===== src/pmd_pkg.sv =====
// constants, field layout and reset values for the phy management and cable diagnostic registers
// Contract
// - phy2 identifier high word reads a fixed value; writes never change it.
// - advertisement bit 10 is read/write, resets to 1, offers pause capability.
// - advertisement bits 8 to 5 are read/write, reset to 1, offer duplex modes.
// - advertisement bits 15 and 13 are read-only and always read 0.
// - partner ability bit 10 is read-only, resets to 0, shows partner pause.
// - partner ability bits 8 to 5 are read-only, reset 0, show partner modes.
// - partner ability bit 14 is read-only and always reads 0.
// - writing 1 to diagnostic bit 15 starts a test; it clears when done.
// - while bit 15 reads 1 results are not ready; afterwards they are valid.
// - diagnostic bits 14 to 13: 00 normal, 01 open, 10 short, 11 failed.
// - diagnostic bit 12 is read-only, set for a short nearer than 10 metres.
// - diagnostic bits 8 to 0 hold a read-only fault distance count.
// - phy1 special bit 5 reads 1 while receive polarity is reversed.
// - phy1 special bit 4 reads 1 for straight mdi, 0 for crossed mdix.
// - phy1 special bit 3 forces link pass when set; resets to 0.
// - phy1 special bit 2 set disables power saving; resets to 1.
// - phy1 special bit 1 set loops received signal back to transmit.
// - a second diagnostic register at index 0x04 serves phy2 independently.
package pmd_pkg;

   // ==========================================================
   // register indices, byte address is four times the index
   localparam logic [5:0] IDX_PHY1_DIAG    = 6'h00;
   localparam logic [5:0] IDX_PHY1_SPECIAL = 6'h02;
   localparam logic [5:0] IDX_PHY2_DIAG    = 6'h04;
   localparam logic [5:0] IDX_PHY2_IDENT   = 6'h06;
   localparam logic [5:0] IDX_PHY2_ADV     = 6'h08;
   localparam logic [5:0] IDX_PHY2_PARTNER = 6'h0a;

   // ==========================================================
   // field positions
   localparam int DIAG_START_BIT   = 15;
   localparam int DIAG_RESULT_LO   = 13;
   localparam int DIAG_SHORT_BIT   = 12;
   localparam int DIAG_COUNT_W     = 9;
   localparam int ABIL_PAUSE_BIT   = 10;
   localparam int ABIL_MODES_LO    = 5;
   localparam int SPC_POLARITY_BIT = 5;
   localparam int SPC_XOVER_BIT    = 4;
   localparam int SPC_FORCE_BIT    = 3;
   localparam int SPC_PWRSAVE_BIT  = 2;
   localparam int SPC_LOOPBACK_BIT = 1;

   // ==========================================================
   // reset and fixed values
   localparam logic       ADV_PAUSE_RST   = 1'b1;
   localparam logic [3:0] ADV_MODES_RST   = 4'hf;
   localparam logic       FORCE_LINK_RST  = 1'b0;
   localparam logic       PWRSAVE_DIS_RST = 1'b1;
   localparam logic       LOOPBACK_RST    = 1'b0;
   localparam logic [4:0] ABIL_LOW_FIXED  = 5'h01;

   // ==========================================================
   // diagnostic outcome codes
   localparam logic [1:0] DIAG_NORMAL = 2'h0;
   localparam logic [1:0] DIAG_OPEN   = 2'h1;
   localparam logic [1:0] DIAG_SHORT  = 2'h2;
   localparam logic [1:0] DIAG_FAILED = 2'h3;

endpackage : pmd_pkg


===== src/pmd_regs.sv =====
// apb register bank for phy management and cable diagnostics
module pmd_regs
#(
   // arbitrary neutral identifier value
   parameter logic [15:0] PHY2_IDENT_HIGH = 16'h5a5a
)
(
   // clock and reset
   input  wire logic                 clk,
   input  wire logic                 sys_rst,
   // apb slave
   input  wire logic                 psel,
   input  wire logic                 penable,
   input  wire logic                 pwrite,
   input  wire logic [7:0]           paddr,
   input  wire logic [31:0]          pwdata,
   input  wire logic [3:0]           pstrb,
   output logic      [31:0]          prdata,
   output logic                      pready,
   output logic                      pslverr,
   // cable diagnostic engines, index 0 is phy1, index 1 is phy2
   output logic      [1:0]           diag_start,
   input  wire logic [1:0]           diag_done,
   input  wire logic [1:0][1:0]      diag_result_in,
   input  wire logic [1:0]           diag_near_short_in,
   input  wire logic [1:0][8:0]      diag_count_in,
   // phy1 special control and status
   input  wire logic                 phy1_polarity_reversed,
   input  wire logic                 phy1_crossover_state,
   output logic                      phy1_force_link,
   output logic                      phy1_power_save_disable,
   output logic                      phy1_near_loopback,
   // phy2 auto-negotiation
   output logic                      phy2_adv_pause,
   output logic      [3:0]           phy2_adv_modes,
   input  wire logic                 phy2_partner_pause,
   input  wire logic [3:0]           phy2_partner_modes
);

   // ==========================================================
   // state
   typedef struct packed {
      logic [31:0]      rdata;
      logic             slverr;
      logic [1:0]       busy;
      logic [1:0]       start;
      logic [1:0][1:0]  result;
      logic [1:0]       near_short;
      logic [1:0][8:0]  count;
      logic             adv_pause;
      logic [3:0]       adv_modes;
      logic             force_link;
      logic             pwrsave_dis;
      logic             loopback;
      logic             lp_pause;
      logic [3:0]       lp_modes;
      logic             polarity;
      logic             xover;
   } pmd_state_s;

   pmd_state_s st_reg;
   pmd_state_s st_next;

   logic       setup;
   logic       wr;
   logic       aligned;
   logic [5:0] idx;
   logic [1:0] diag_wr;
   logic [15:0] diag_word [2];
   logic [15:0] adv_word;
   logic [15:0] lp_word;
   logic [15:0] spc_word;

   assign setup   = psel & ~penable;
   assign wr      = psel & penable & pwrite;
   assign aligned = (paddr[1:0] == 2'h0);
   assign idx     = paddr[7:2];
   // zero wait states: read data is fetched in the setup cycle
   assign pready  = 1'b1;

   // ==========================================================
   // read words; every register except the fixed phy2 identifier is assembled from stored state
   always_comb
   begin
      for (int i = 0; i < 2; i++)
      begin
         diag_word[i] = 16'h0000;
         diag_word[i][pmd_pkg::DIAG_START_BIT] = st_reg.busy[i];
         diag_word[i][pmd_pkg::DIAG_RESULT_LO +: 2] = st_reg.result[i];
         diag_word[i][pmd_pkg::DIAG_SHORT_BIT] = st_reg.near_short[i];
         diag_word[i][pmd_pkg::DIAG_COUNT_W-1:0] = st_reg.count[i];
      end
      // bits 15, 14, 13 stay zero
      adv_word = {11'h000, pmd_pkg::ABIL_LOW_FIXED};
      adv_word[pmd_pkg::ABIL_PAUSE_BIT] = st_reg.adv_pause;
      adv_word[pmd_pkg::ABIL_MODES_LO +: 4] = st_reg.adv_modes;
      lp_word = {11'h000, pmd_pkg::ABIL_LOW_FIXED};
      lp_word[pmd_pkg::ABIL_PAUSE_BIT] = st_reg.lp_pause;
      lp_word[pmd_pkg::ABIL_MODES_LO +: 4] = st_reg.lp_modes;
      spc_word = 16'h0000;
      spc_word[pmd_pkg::SPC_POLARITY_BIT] = st_reg.polarity;
      spc_word[pmd_pkg::SPC_XOVER_BIT] = st_reg.xover;
      spc_word[pmd_pkg::SPC_FORCE_BIT] = st_reg.force_link;
      spc_word[pmd_pkg::SPC_PWRSAVE_BIT] = st_reg.pwrsave_dis;
      spc_word[pmd_pkg::SPC_LOOPBACK_BIT] = st_reg.loopback;
   end

   // ==========================================================
   // next state
   always_comb
   begin
      st_next = st_reg;
      st_next.start = 2'b00;
      // status follows the phys every cycle
      st_next.polarity = phy1_polarity_reversed;
      st_next.xover    = phy1_crossover_state;
      st_next.lp_pause = phy2_partner_pause;
      st_next.lp_modes = phy2_partner_modes;

      // read path
      if (setup)
      begin
         st_next.slverr = 1'b0;
         if (!aligned)
         begin
            st_next.rdata  = 32'h0000_0000;
            st_next.slverr = 1'b1;
         end
         else if (idx == pmd_pkg::IDX_PHY1_DIAG)
            st_next.rdata = {16'h0000, diag_word[0]};
         else if (idx == pmd_pkg::IDX_PHY1_SPECIAL)
            st_next.rdata = {16'h0000, spc_word};
         else if (idx == pmd_pkg::IDX_PHY2_DIAG)
            st_next.rdata = {16'h0000, diag_word[1]};
         else if (idx == pmd_pkg::IDX_PHY2_IDENT)
            st_next.rdata = {16'h0000, PHY2_IDENT_HIGH};
         else if (idx == pmd_pkg::IDX_PHY2_ADV)
            st_next.rdata = {16'h0000, adv_word};
         else if (idx == pmd_pkg::IDX_PHY2_PARTNER)
            st_next.rdata = {16'h0000, lp_word};
         else
         begin
            st_next.rdata  = 32'h0000_0000;
            st_next.slverr = 1'b1;
         end
      end

      // diagnostic engines: results are captured only on a done while busy
      for (int i = 0; i < 2; i++)
      begin
         if (st_reg.busy[i] && diag_done[i])
         begin
            st_next.busy[i]       = 1'b0;
            st_next.result[i]     = diag_result_in[i];
            st_next.near_short[i] = diag_near_short_in[i];
            st_next.count[i]      = diag_count_in[i];
         end
         // a running test cannot be aborted or restarted; a start written in the done cycle wins
         if (diag_wr[i] && pwdata[pmd_pkg::DIAG_START_BIT] && (!st_reg.busy[i] || diag_done[i]))
         begin
            st_next.busy[i]  = 1'b1;
            st_next.start[i] = 1'b1;
         end
      end

      // writable control bits; all other bits are ignored on write
      if (wr && aligned && idx == pmd_pkg::IDX_PHY2_ADV)
      begin
         if (pstrb[1])
            st_next.adv_pause = pwdata[pmd_pkg::ABIL_PAUSE_BIT];
         if (pstrb[1])
            st_next.adv_modes[3] = pwdata[pmd_pkg::ABIL_MODES_LO+3];
         if (pstrb[0])
            st_next.adv_modes[2:0] = pwdata[pmd_pkg::ABIL_MODES_LO +: 3];
      end
      if (wr && aligned && idx == pmd_pkg::IDX_PHY1_SPECIAL && pstrb[0])
      begin
         st_next.force_link  = pwdata[pmd_pkg::SPC_FORCE_BIT];
         st_next.pwrsave_dis = pwdata[pmd_pkg::SPC_PWRSAVE_BIT];
         st_next.loopback    = pwdata[pmd_pkg::SPC_LOOPBACK_BIT];
      end
   end

   // start bit sits in byte lane 1
   assign diag_wr[0] = wr && aligned && pstrb[1] && (idx == pmd_pkg::IDX_PHY1_DIAG);
   assign diag_wr[1] = wr && aligned && pstrb[1] && (idx == pmd_pkg::IDX_PHY2_DIAG);

   // ==========================================================
   // registers
   always_ff @(posedge clk)
   begin
      if (sys_rst)
      begin
         st_reg             <= '0;
         // short flag has no defined reset value; zero is used
         st_reg.adv_pause   <= pmd_pkg::ADV_PAUSE_RST;
         st_reg.adv_modes   <= pmd_pkg::ADV_MODES_RST;
         st_reg.force_link  <= pmd_pkg::FORCE_LINK_RST;
         st_reg.pwrsave_dis <= pmd_pkg::PWRSAVE_DIS_RST;
         st_reg.loopback    <= pmd_pkg::LOOPBACK_RST;
         st_reg.result      <= {pmd_pkg::DIAG_NORMAL, pmd_pkg::DIAG_NORMAL};
      end
      else
         st_reg <= st_next;
   end

   // ==========================================================
   // outputs
   assign prdata                  = st_reg.rdata;
   assign pslverr                 = st_reg.slverr & psel & penable;
   assign diag_start              = st_reg.start;
   assign phy1_force_link         = st_reg.force_link;
   assign phy1_power_save_disable = st_reg.pwrsave_dis;
   assign phy1_near_loopback      = st_reg.loopback;
   assign phy2_adv_pause          = st_reg.adv_pause;
   assign phy2_adv_modes          = st_reg.adv_modes;

   // ==========================================================
   // checks
   a_start_sets_busy: assert property (@(posedge clk) disable iff (sys_rst)
      (diag_wr[0] && pwdata[15] && !st_reg.busy[0]) |=> (diag_start[0] && st_reg.busy[0] ##1 !diag_start[0]))
      else $error("diagnostic start did not set busy with a one-cycle start pulse");

   a_done_clears_busy: assert property (@(posedge clk) disable iff (sys_rst)
      (st_reg.busy[1] && diag_done[1] && !diag_wr[1]) |=> !st_reg.busy[1])
      else $error("diagnostic busy did not clear on done");

   a_result_capture: assert property (@(posedge clk) disable iff (sys_rst)
      (st_reg.busy[0] && diag_done[0]) |=>
         (st_reg.result[0] == $past(diag_result_in[0]) && st_reg.count[0] == $past(diag_count_in[0])))
      else $error("diagnostic result not captured on done");

   a_result_stable: assert property (@(posedge clk) disable iff (sys_rst)
      !(st_reg.busy[1] && diag_done[1]) |=> $stable(st_reg.count[1]) && $stable(st_reg.near_short[1]))
      else $error("diagnostic result changed without done");

   a_ident_fixed: assert property (@(posedge clk) disable iff (sys_rst)
      (setup && aligned && idx == pmd_pkg::IDX_PHY2_IDENT) |=> (prdata == {16'h0000, PHY2_IDENT_HIGH}))
      else $error("identifier read returned a wrong value");

   a_adv_zero_bits: assert property (@(posedge clk) disable iff (sys_rst)
      (setup && aligned && idx == pmd_pkg::IDX_PHY2_ADV) |=>
         (prdata[15] == 1'b0 && prdata[13] == 1'b0 && prdata[4:0] == 5'h01 && prdata[10] == phy2_adv_pause))
      else $error("advertisement read has wrong fixed bits");

   a_partner_read: assert property (@(posedge clk) disable iff (sys_rst)
      (setup && aligned && idx == pmd_pkg::IDX_PHY2_PARTNER) |=>
         (prdata[14] == 1'b0 && prdata[8:5] == $past(st_reg.lp_modes)))
      else $error("partner ability read is wrong");

   a_unmapped_error: assert property (@(posedge clk) disable iff (sys_rst)
      (setup && aligned && idx == 6'h01) |=> (pslverr && prdata == 32'h0000_0000))
      else $error("unmapped access not answered with an error");

   a_reset_controls: assert property (@(posedge clk)
      sys_rst |=> (phy1_power_save_disable && !phy1_force_link && phy2_adv_modes == 4'hf && phy2_adv_pause))
      else $error("control bits wrong after reset");

   a_loopback_write: assert property (@(posedge clk) disable iff (sys_rst)
      (wr && aligned && idx == pmd_pkg::IDX_PHY1_SPECIAL && pstrb[0]) |=> (phy1_near_loopback == $past(pwdata[1])))
      else $error("loopback control not written");

   a_pause_write: assert property (@(posedge clk) disable iff (sys_rst)
      (wr && aligned && idx == pmd_pkg::IDX_PHY2_ADV && pstrb[1])
      |=>
      (phy2_adv_pause == $past(pwdata[10])))
      else $error("pause advertisement not written");

   a_modes_low_write: assert property (@(posedge clk) disable iff (sys_rst)
      (wr && aligned && idx == pmd_pkg::IDX_PHY2_ADV && pstrb[0])
      |=>
      (phy2_adv_modes[2:0] == $past(pwdata[7:5])))
      else $error("low duplex modes not written");

   a_modes_high_write: assert property (@(posedge clk) disable iff (sys_rst)
      (wr && aligned && idx == pmd_pkg::IDX_PHY2_ADV && pstrb[1])
      |=>
      (phy2_adv_modes[3] == $past(pwdata[8])))
      else $error("high duplex mode not written");

   a_adv_hold: assert property (@(posedge clk) disable iff (sys_rst)
      !(wr && aligned && idx == pmd_pkg::IDX_PHY2_ADV)
      |=>
      ($stable(phy2_adv_pause) && $stable(phy2_adv_modes)))
      else $error("advertisement changed without a write");

   a_force_write: assert property (@(posedge clk) disable iff (sys_rst)
      (wr && aligned && idx == pmd_pkg::IDX_PHY1_SPECIAL && pstrb[0])
      |=>
      (phy1_force_link == $past(pwdata[3])))
      else $error("force link control not written");

   a_pwrsave_write: assert property (@(posedge clk) disable iff (sys_rst)
      (wr && aligned && idx == pmd_pkg::IDX_PHY1_SPECIAL && pstrb[0])
      |=>
      (phy1_power_save_disable == $past(pwdata[2])))
      else $error("power save control not written");

   a_special_hold: assert property (@(posedge clk) disable iff (sys_rst)
      !(wr && aligned && idx == pmd_pkg::IDX_PHY1_SPECIAL && pstrb[0])
      |=>
      ($stable(phy1_force_link) && $stable(phy1_power_save_disable) && $stable(phy1_near_loopback)))
      else $error("special controls changed without a write");

   a_polarity_read: assert property (@(posedge clk) disable iff (sys_rst)
      (setup && aligned && idx == pmd_pkg::IDX_PHY1_SPECIAL)
      |=>
      (prdata[5] == $past(st_reg.polarity) && prdata[0] == 1'b0))
      else $error("polarity status read is wrong");

   a_xover_read: assert property (@(posedge clk) disable iff (sys_rst)
      (setup && aligned && idx == pmd_pkg::IDX_PHY1_SPECIAL)
      |=>
      (prdata[4] == $past(st_reg.xover) && prdata[15:6] == 10'h000))
      else $error("crossover status read is wrong");

   a_special_ctrl_read: assert property (@(posedge clk) disable iff (sys_rst)
      (setup && aligned && idx == pmd_pkg::IDX_PHY1_SPECIAL)
      |=>
      (prdata[3:1] == {phy1_force_link, phy1_power_save_disable, phy1_near_loopback}))
      else $error("special control read is wrong");

   a_partner_pause: assert property (@(posedge clk) disable iff (sys_rst)
      (setup && aligned && idx == pmd_pkg::IDX_PHY2_PARTNER)
      |=>
      (prdata[10] == $past(st_reg.lp_pause) && prdata[15] == 1'b0 && prdata[4:0] == 5'h01))
      else $error("partner pause read is wrong");

   a_partner_follow: assert property (@(posedge clk) disable iff (sys_rst)
      !sys_rst
      |=>
      (st_reg.lp_modes == $past(phy2_partner_modes) && st_reg.lp_pause == $past(phy2_partner_pause)))
      else $error("partner status not registered");

   a_phy1_follow: assert property (@(posedge clk) disable iff (sys_rst)
      !sys_rst
      |=>
      (st_reg.polarity == $past(phy1_polarity_reversed) && st_reg.xover == $past(phy1_crossover_state)))
      else $error("phy1 status not registered");

   a_adv_read: assert property (@(posedge clk) disable iff (sys_rst)
      (setup && aligned && idx == pmd_pkg::IDX_PHY2_ADV)
      |=>
      (prdata[8:5] == phy2_adv_modes && prdata[14] == 1'b0 && prdata[12:11] == 2'h0 && prdata[9] == 1'b0))
      else $error("advertisement modes read is wrong");

   a_diag_read: assert property (@(posedge clk) disable iff (sys_rst)
      (setup && aligned && idx == pmd_pkg::IDX_PHY1_DIAG)
      |=>
      (prdata[15] == $past(st_reg.busy[0]) && prdata[12] == $past(st_reg.near_short[0]) && prdata[11:9] == 3'h0))
      else $error("phy1 diagnostic read is wrong");

   a_diag2_read: assert property (@(posedge clk) disable iff (sys_rst)
      (setup && aligned && idx == pmd_pkg::IDX_PHY2_DIAG)
      |=>
      (prdata[15] == $past(st_reg.busy[1]) && prdata[14:13] == $past(st_reg.result[1])))
      else $error("phy2 diagnostic read is wrong");

   a_busy_held: assert property (@(posedge clk) disable iff (sys_rst)
      (st_reg.busy[0] && !diag_done[0])
      |=>
      st_reg.busy[0])
      else $error("diagnostic busy cleared without done");

   a_refused_start: assert property (@(posedge clk) disable iff (sys_rst)
      (st_reg.busy[1] && !diag_done[1])
      |=>
      !diag_start[1])
      else $error("start pulse while a test runs");

   a_short_capture: assert property (@(posedge clk) disable iff (sys_rst)
      (st_reg.busy[1] && diag_done[1])
      |=>
      (st_reg.near_short[1] == $past(diag_near_short_in[1]) && st_reg.result[1] == $past(diag_result_in[1])))
      else $error("phy2 short flag not captured");

   a_short_capture0: assert property (@(posedge clk) disable iff (sys_rst)
      (st_reg.busy[0] && diag_done[0])
      |=>
      (st_reg.near_short[0] == $past(diag_near_short_in[0])))
      else $error("phy1 short flag not captured");

   a_err_gated: assert property (@(posedge clk) disable iff (sys_rst)
      !(psel && penable)
      |->
      !pslverr)
      else $error("error response outside an access phase");

endmodule : pmd_regs


===== config.mk =====
export PLATFORM = sky130hd
export DESIGN_NAME = pmd_regs
export DESIGN_NICKNAME = d
export VERILOG_FILES = /design/src/pmd_pkg.sv /design/src/pmd_regs.sv
export SDC_FILE = /design/constraint.sdc
export NUM_CORES = 1
export LEC_CHECK = 0
export ABC_AREA = 1
export BUFFER_PORTS_ARGS = -buffer_cell sky130_fd_sc_hd__clkbuf_2
export CAP_MARGIN = 20
export CORE_AREA = 2 2 91 75
export DETAILED_ROUTE_END_ITERATION = 16
export DIE_AREA = 0 0 93 77
export PLACE_DENSITY = 0.74
export SYNTH_ARGS = -nofsm -noshare
export SYNTH_HDL_FRONTEND = slang
export SYNTH_SLANG_ARGS = --single-unit

===== constraint.sdc =====
create_clock -name clk -period 1.1 [get_ports clk]
set_input_delay 0.11 -clock clk [delete_from_list [all_inputs] [get_ports clk]]
set_output_delay 0.11 -clock clk [all_outputs]
set_load 0.01 [all_outputs]

## After elaboration in Yosys (flattened, before gate mapping)

Cells that the tools add are included.

- Eq/ne operators: 5
- Multiplexer cells: 19
- Reduce and logical (&&, ||, !) cells: 23
- Bitwise logic cells: 6

Operator list:

| kind | number |
|---|---|
| $mux 33 | 1 |
| $mux 16 | 2 |
| $mux 32 | 1 |
| $mux 11 | 2 |
| $mux 15 | 1 |
| $logic_and 1x1->1 | 13 |
| $eq 6x3->1 const B | 2 |
| $eq 6x4->1 const B | 2 |
| $mux 1 | 12 |
| $eq 6x2->1 const B | 1 |
| $logic_not 6->1 | 1 |
| $and 1x1->1 | 5 |
| $reduce_and 2->1 | 2 |
| $reduce_bool 2->1 | 2 |
| $logic_not 1->1 | 2 |
| $logic_not 2->1 | 1 |
| $logic_or 1x1->1 | 2 |
| $not 1->1 | 1 |

- Input port bits: 82
- Output and inout bits: 44
- Flip-flop bits (word level): 76
- Word-level logic and storage cells: 74

## Depth between registers and ports, before layout

- Depth after elaboration: 8
- Gate-level depth with buffers: 11
- Mapped depth without buffers: 10

## Worst setup path before layout

Ideal clock, no wire load.

- Path type: input to register
- Start point: input port paddr[1]
- End point: register st_reg, in the netlist phy1_force_link
- Required time: 984 ps
- Cell stages on the path: 6
- Path slack: 97 ps
- Arrival: 887 ps
- Library setup time: 116 ps
- Buffers on the path: 0
- Path through: nor2_1 nand4_1 nor2_2 nand2_1 o21ai_0 nor2_1

- Cells in the longest elaborated chain, start to end: 4

RTL lines:

| item | line | source |
|---|---|---|
| start, declared | pmd_regs.sv:15 | `input wire logic [7:0] paddr,` |
| $logic_not 2->1 | pmd_regs.sv:76 | `assign aligned = (paddr[1:0] == 2'h0);` |
| $logic_and 1x1->1 (3 in series) | pmd_regs.sv:176 | `if (wr && aligned && idx == pmd_pkg::IDX_PHY1_SPECIAL && pstrb[0])` |
| end signal, assigned | pmd_regs.sv:204 | `st_reg <= st_next;` |
| end, declared | pmd_regs.sv:61 | `pmd_state_s st_reg;` |

No other way between the ends.
A chain may end at the register's enable or synchronous reset.

## Final worst setup path

- Start point: register st_reg[43] (netlist name)
- End point: output port pslverr

- Cells in the longest elaborated chain, start to end: 2

RTL lines:

| item | line | source |
|---|---|---|
| $and 1x1->1 (2 in series) | pmd_regs.sv:210 | `assign pslverr = st_reg.slverr & psel & penable;` |
| end, declared | pmd_regs.sv:20 | `output logic pslverr,` |

No other way between the ends.

==> results <==
- Along the worst path, the maximum fanout reaches 2.
- The total global routing track utilization is 20.3%.
- Entering global routing, the biggest net connects 26 pins.
- The flow ran to the end, and the final reports show no timing, DRC or antenna violations.
- The standard-cell row count is 26.
- The buffers inserted during post-CTS setup optimization is 0.
- The element type at the critical path end is a primary output.
- The post-route core utilization is 56.3%.
- After clock tree synthesis, the clock-pin slew on the worst setup and hold paths is 0.06 ns.
- In this run, placement finished with an instance count of 555.
- In this run, the number of DRC markers left after iteration 0 of detailed routing was 130.
- At the later pin of the worst-skew pair, clock insertion delay measures 0.34 ns.
- For this block, the via count after detailed routing is 2614.
- The tree built by TritonCTS fans out to 59 sinks.
- The floorplan die width is 93 um.
- The count of buffering cells on the critical path with inverters included is 1.
- The power density over the cells is 1170 nW/um^2.
- Counting every instance in the synthesized netlist gives 394.
- The half-perimeter wire length after placement is 5400 um.
- The fraction of final layout cells sized beyond drive strength 1 is 29.8%.
- STA puts the critical path data arrival time at 0.94 ns.
- The final wirelength is 6980 um.
- Max-cap violations in this run came to 0.
- The synthesized design spends more area on one cell type than any other, namely dfxtp_1.
- The share of synthesized area occupied by flip-flops and latches is 42.0%.
- In this run the biggest area consumer among cell types represents 42.0% of the synthesized area.
- After layout, the minimum clock period comes to 1.05 ns.
- The number of global-route vias before repair is 2460.
- In the final routed layout, each cell accounts on average for 12.0 um.
- Global routing finished with a remaining overflow of 0.
- The congestion estimate from routability-driven global placement came to 0.859.
- Counting flops and latches in the post-synthesis netlist gives 59.
- The analysis attributes to cell leakage a power of 1.70 nW.
- The hold path startpoint is pwdata[6].
- The required time at the worst-slack endpoint is 0.99 ns.
- For this design the top-level I/O count stands at 126.
- The final-report max-slew violation count is 0.
- The classification of the worst-slack hold path is input port to flip-flop.
- The initial utilization of the core area, before any placement, comes to 45.0%.
- After layout, the worst path uses 95.7% of the clock period.
- The launching element of the worst setup path is st_reg[43]$_SDFFE_PP0P_.
- In the post-synthesis netlist, the biggest area contributors are dfxtp_1 42%, buf_4 11%, nand2_1 9.6%.
- In this run the critical register-to-register path is launched from diag_word[15]$_SDFFE_PP0P_.
- Traced cell by cell, the critical path runs through nand2_1 -> nor2_1 -> clkbuf_2.
- The number of warnings issued by yosys is 0.
- For this run, global-route usage on met3 was measured as 7.37%.
- For flop-to-flop paths, the worst setup slack is 0.11 ns.
- The placeable core area is 6250 um^2.
- The area of the die is 7160 um^2.
- The global-route wire length before repair is 11200 um.
- The largest clock skew in the final design is 0.00298 ns.
- TritonCTS built the clock tree.
- The number of antenna violations at the first check in global routing is 0.
- By startpoint and endpoint, the worst setup path is classified as flip-flop to primary output.
- The per-instance average area after synthesis is 7.14 um^2.
- The count of buffers added on input and output ports is 83.
- The area growth from synthesis to layout is 25.0%.
- The global routing's busiest layer is met2.
- The count of nets after finishing is 573.
- STA classifies the critical path startpoint as a flip-flop.
- In the global route stage, met2 resource usage came out at 29.2%.
- The maximum buffer depth of the clock tree is 2.
- The filler cells instantiated in the layout total 596.
- The highest cell delay on the worst timing path is 0.34 ns.
- The count of nets left with antenna violations once routing finished came out at 0.
- The area of the mapped netlist is 2810 um^2.
- Global routing used 28.5% of the available met1 tracks.
- From bottom edge to top edge, the die measures 77 um.
- The highest attainable clock frequency is 950 MHz.
- Setup violations remaining at the end of the flow were counted as 0.
- The number of buffers created by CTS is 9.
- In this run, distinct cell masters in the synthesized netlist total 26.
- For this run, design rule violations remaining after detail routing come to 0.
- The number of flip-flops in the largest register is 26.
- The via density per instance is 4.51.
- Setup repair after global routing left no endpoint under its margin.
- The maximum level of the CTS H-tree is 3.
- The final hold violation count is 0.
- Excluding fillers, the count of instances in the completed layout stands at 580.
- The maximum vdd drop is 0.697 mV.
- The first detailed-routing pass took 4 iterations.
- The kind of cell with the highest combined delay along the critical path is flip-flops.
- The number of inserted diodes is 0.
- The root buffer cell chosen for the clock tree is clkbuf_8.
- The slowest cell on the critical path is dfxtp_1.
cells by family (layout without fill, tap and decap cells):
family          count (synthesis)  in the layout  synth area share, %
compound gates                 63             63                 12.0
simple gates                  181            181                 27.5
buf+inv                        89            176                 18.3
flops                          59             59                 42.0
other cells                     2             17                0.267
worst paths after layout:
path                                                        to  cells past startpoint
worst min register to register       diag_word[7]$_SDFFE_PP0P_                      2
worst max-delay path                                   pslverr                      3
worst min-delay path            phy2_adv_modes[1]$_SDFFE_PP1P_                      3
worst max register to register       diag_word[0]$_SDFFE_PP0P_                      4
cell usage after synthesis, drive strengths merged:
cell type / instances
nor2: 73
a21oi: 26
a22o: 1
nor3: 1
buf: 44
nand2: 73
clkinv: 2
o21ai: 31
o211ai: 1
a22oi: 1
inv: 35
o22ai: 3
nand3: 30
nand4: 2
conb: 2
nor4: 2
dfxtp: 59
clkbuf: 8
cells in the final DEF (no fill, tap or decap), drive strengths merged:
cell type	n
a21oi	26
a22o	1
a22oi	1
buf	31
clkbuf	96
clkinv	4
clkinvlp	2
conb	17
dfxtp	59
dlygate4sd3	8
inv	35
nand2	73
nand3	30
nand4	2
nor2	73
nor3	1
nor4	2
o211ai	1
o21ai	31
o22ai	3
through the flow:
step / TNS, ns / total power [mW] / setup slack, ns / area (um^2) / hold WS (ns)
6_report: 0 / 4.13 / 0.0471 / 3520 / 0.0111
5_1_grt: 0 / 4.30 / 0.00132 / 3520 / 0.0146
4_1_cts: 0 / 4.15 / 0.0319 / 3490 / 0.00505
3_5_place_dp: -4.68 / 2.54 / -0.267 / 3260 / 0.308
3_3_place_gp: -3.56 / 2.53 / -0.189 / 3260 / 0.308
2_1_floorplan: 0 / 2.41 / 0.0973 / 2870 / 0.217
what timing repair did:
| action | CTS | global route |
|---|---|---|
| gates resized for setup | 1 | 5 |
| setup endpoints to repair | 9 | 24 |
| hold buffers | 8 | 0 |
| gates cloned | 0 | 1 |
| endpoints found under the hold margin | 8 | 0 |
worst register-to-register path, delay by kind of cell (launching register included):
family,cells,cell delay [ns]
simple gates,3,0.34
flops,1,0.32
buf+inv,1,0.23
cell type report:
class	count	area (um^2)	area share (%)
Multi-Input combinational cell	261	1190	33.8
Timing Repair inverter	1	5.00	0.142
Timing Repair Buffer	122	741	21.1
Clock inverter	3	15.0	0.427
Inverter	37	144	4.09
Tap cell	84	105	2.99
Sequential cell	59	1180	33.6
Clock buffer	13	139	3.95
power by group:
part | internal (mW) | total (mW) | leakage, nW | switching (mW)
clock | 0.807 | 1.61 | 0.0812 | 0.803
sequential | 2.15 | 2.16 | 0.477 | 0.00598
combinational | 0.164 | 0.358 | 1.14 | 0.194
total | 3.13 | 4.13 | 1.70 | 1.00
per-layer routing:
metal	vias up	part of all wire [%]
li1	1381	-
met1	1119	47
met2	103	43
met3	11	7.9
met4	0	1.9
met5	-	0
(Power assumes the default switching activity.)
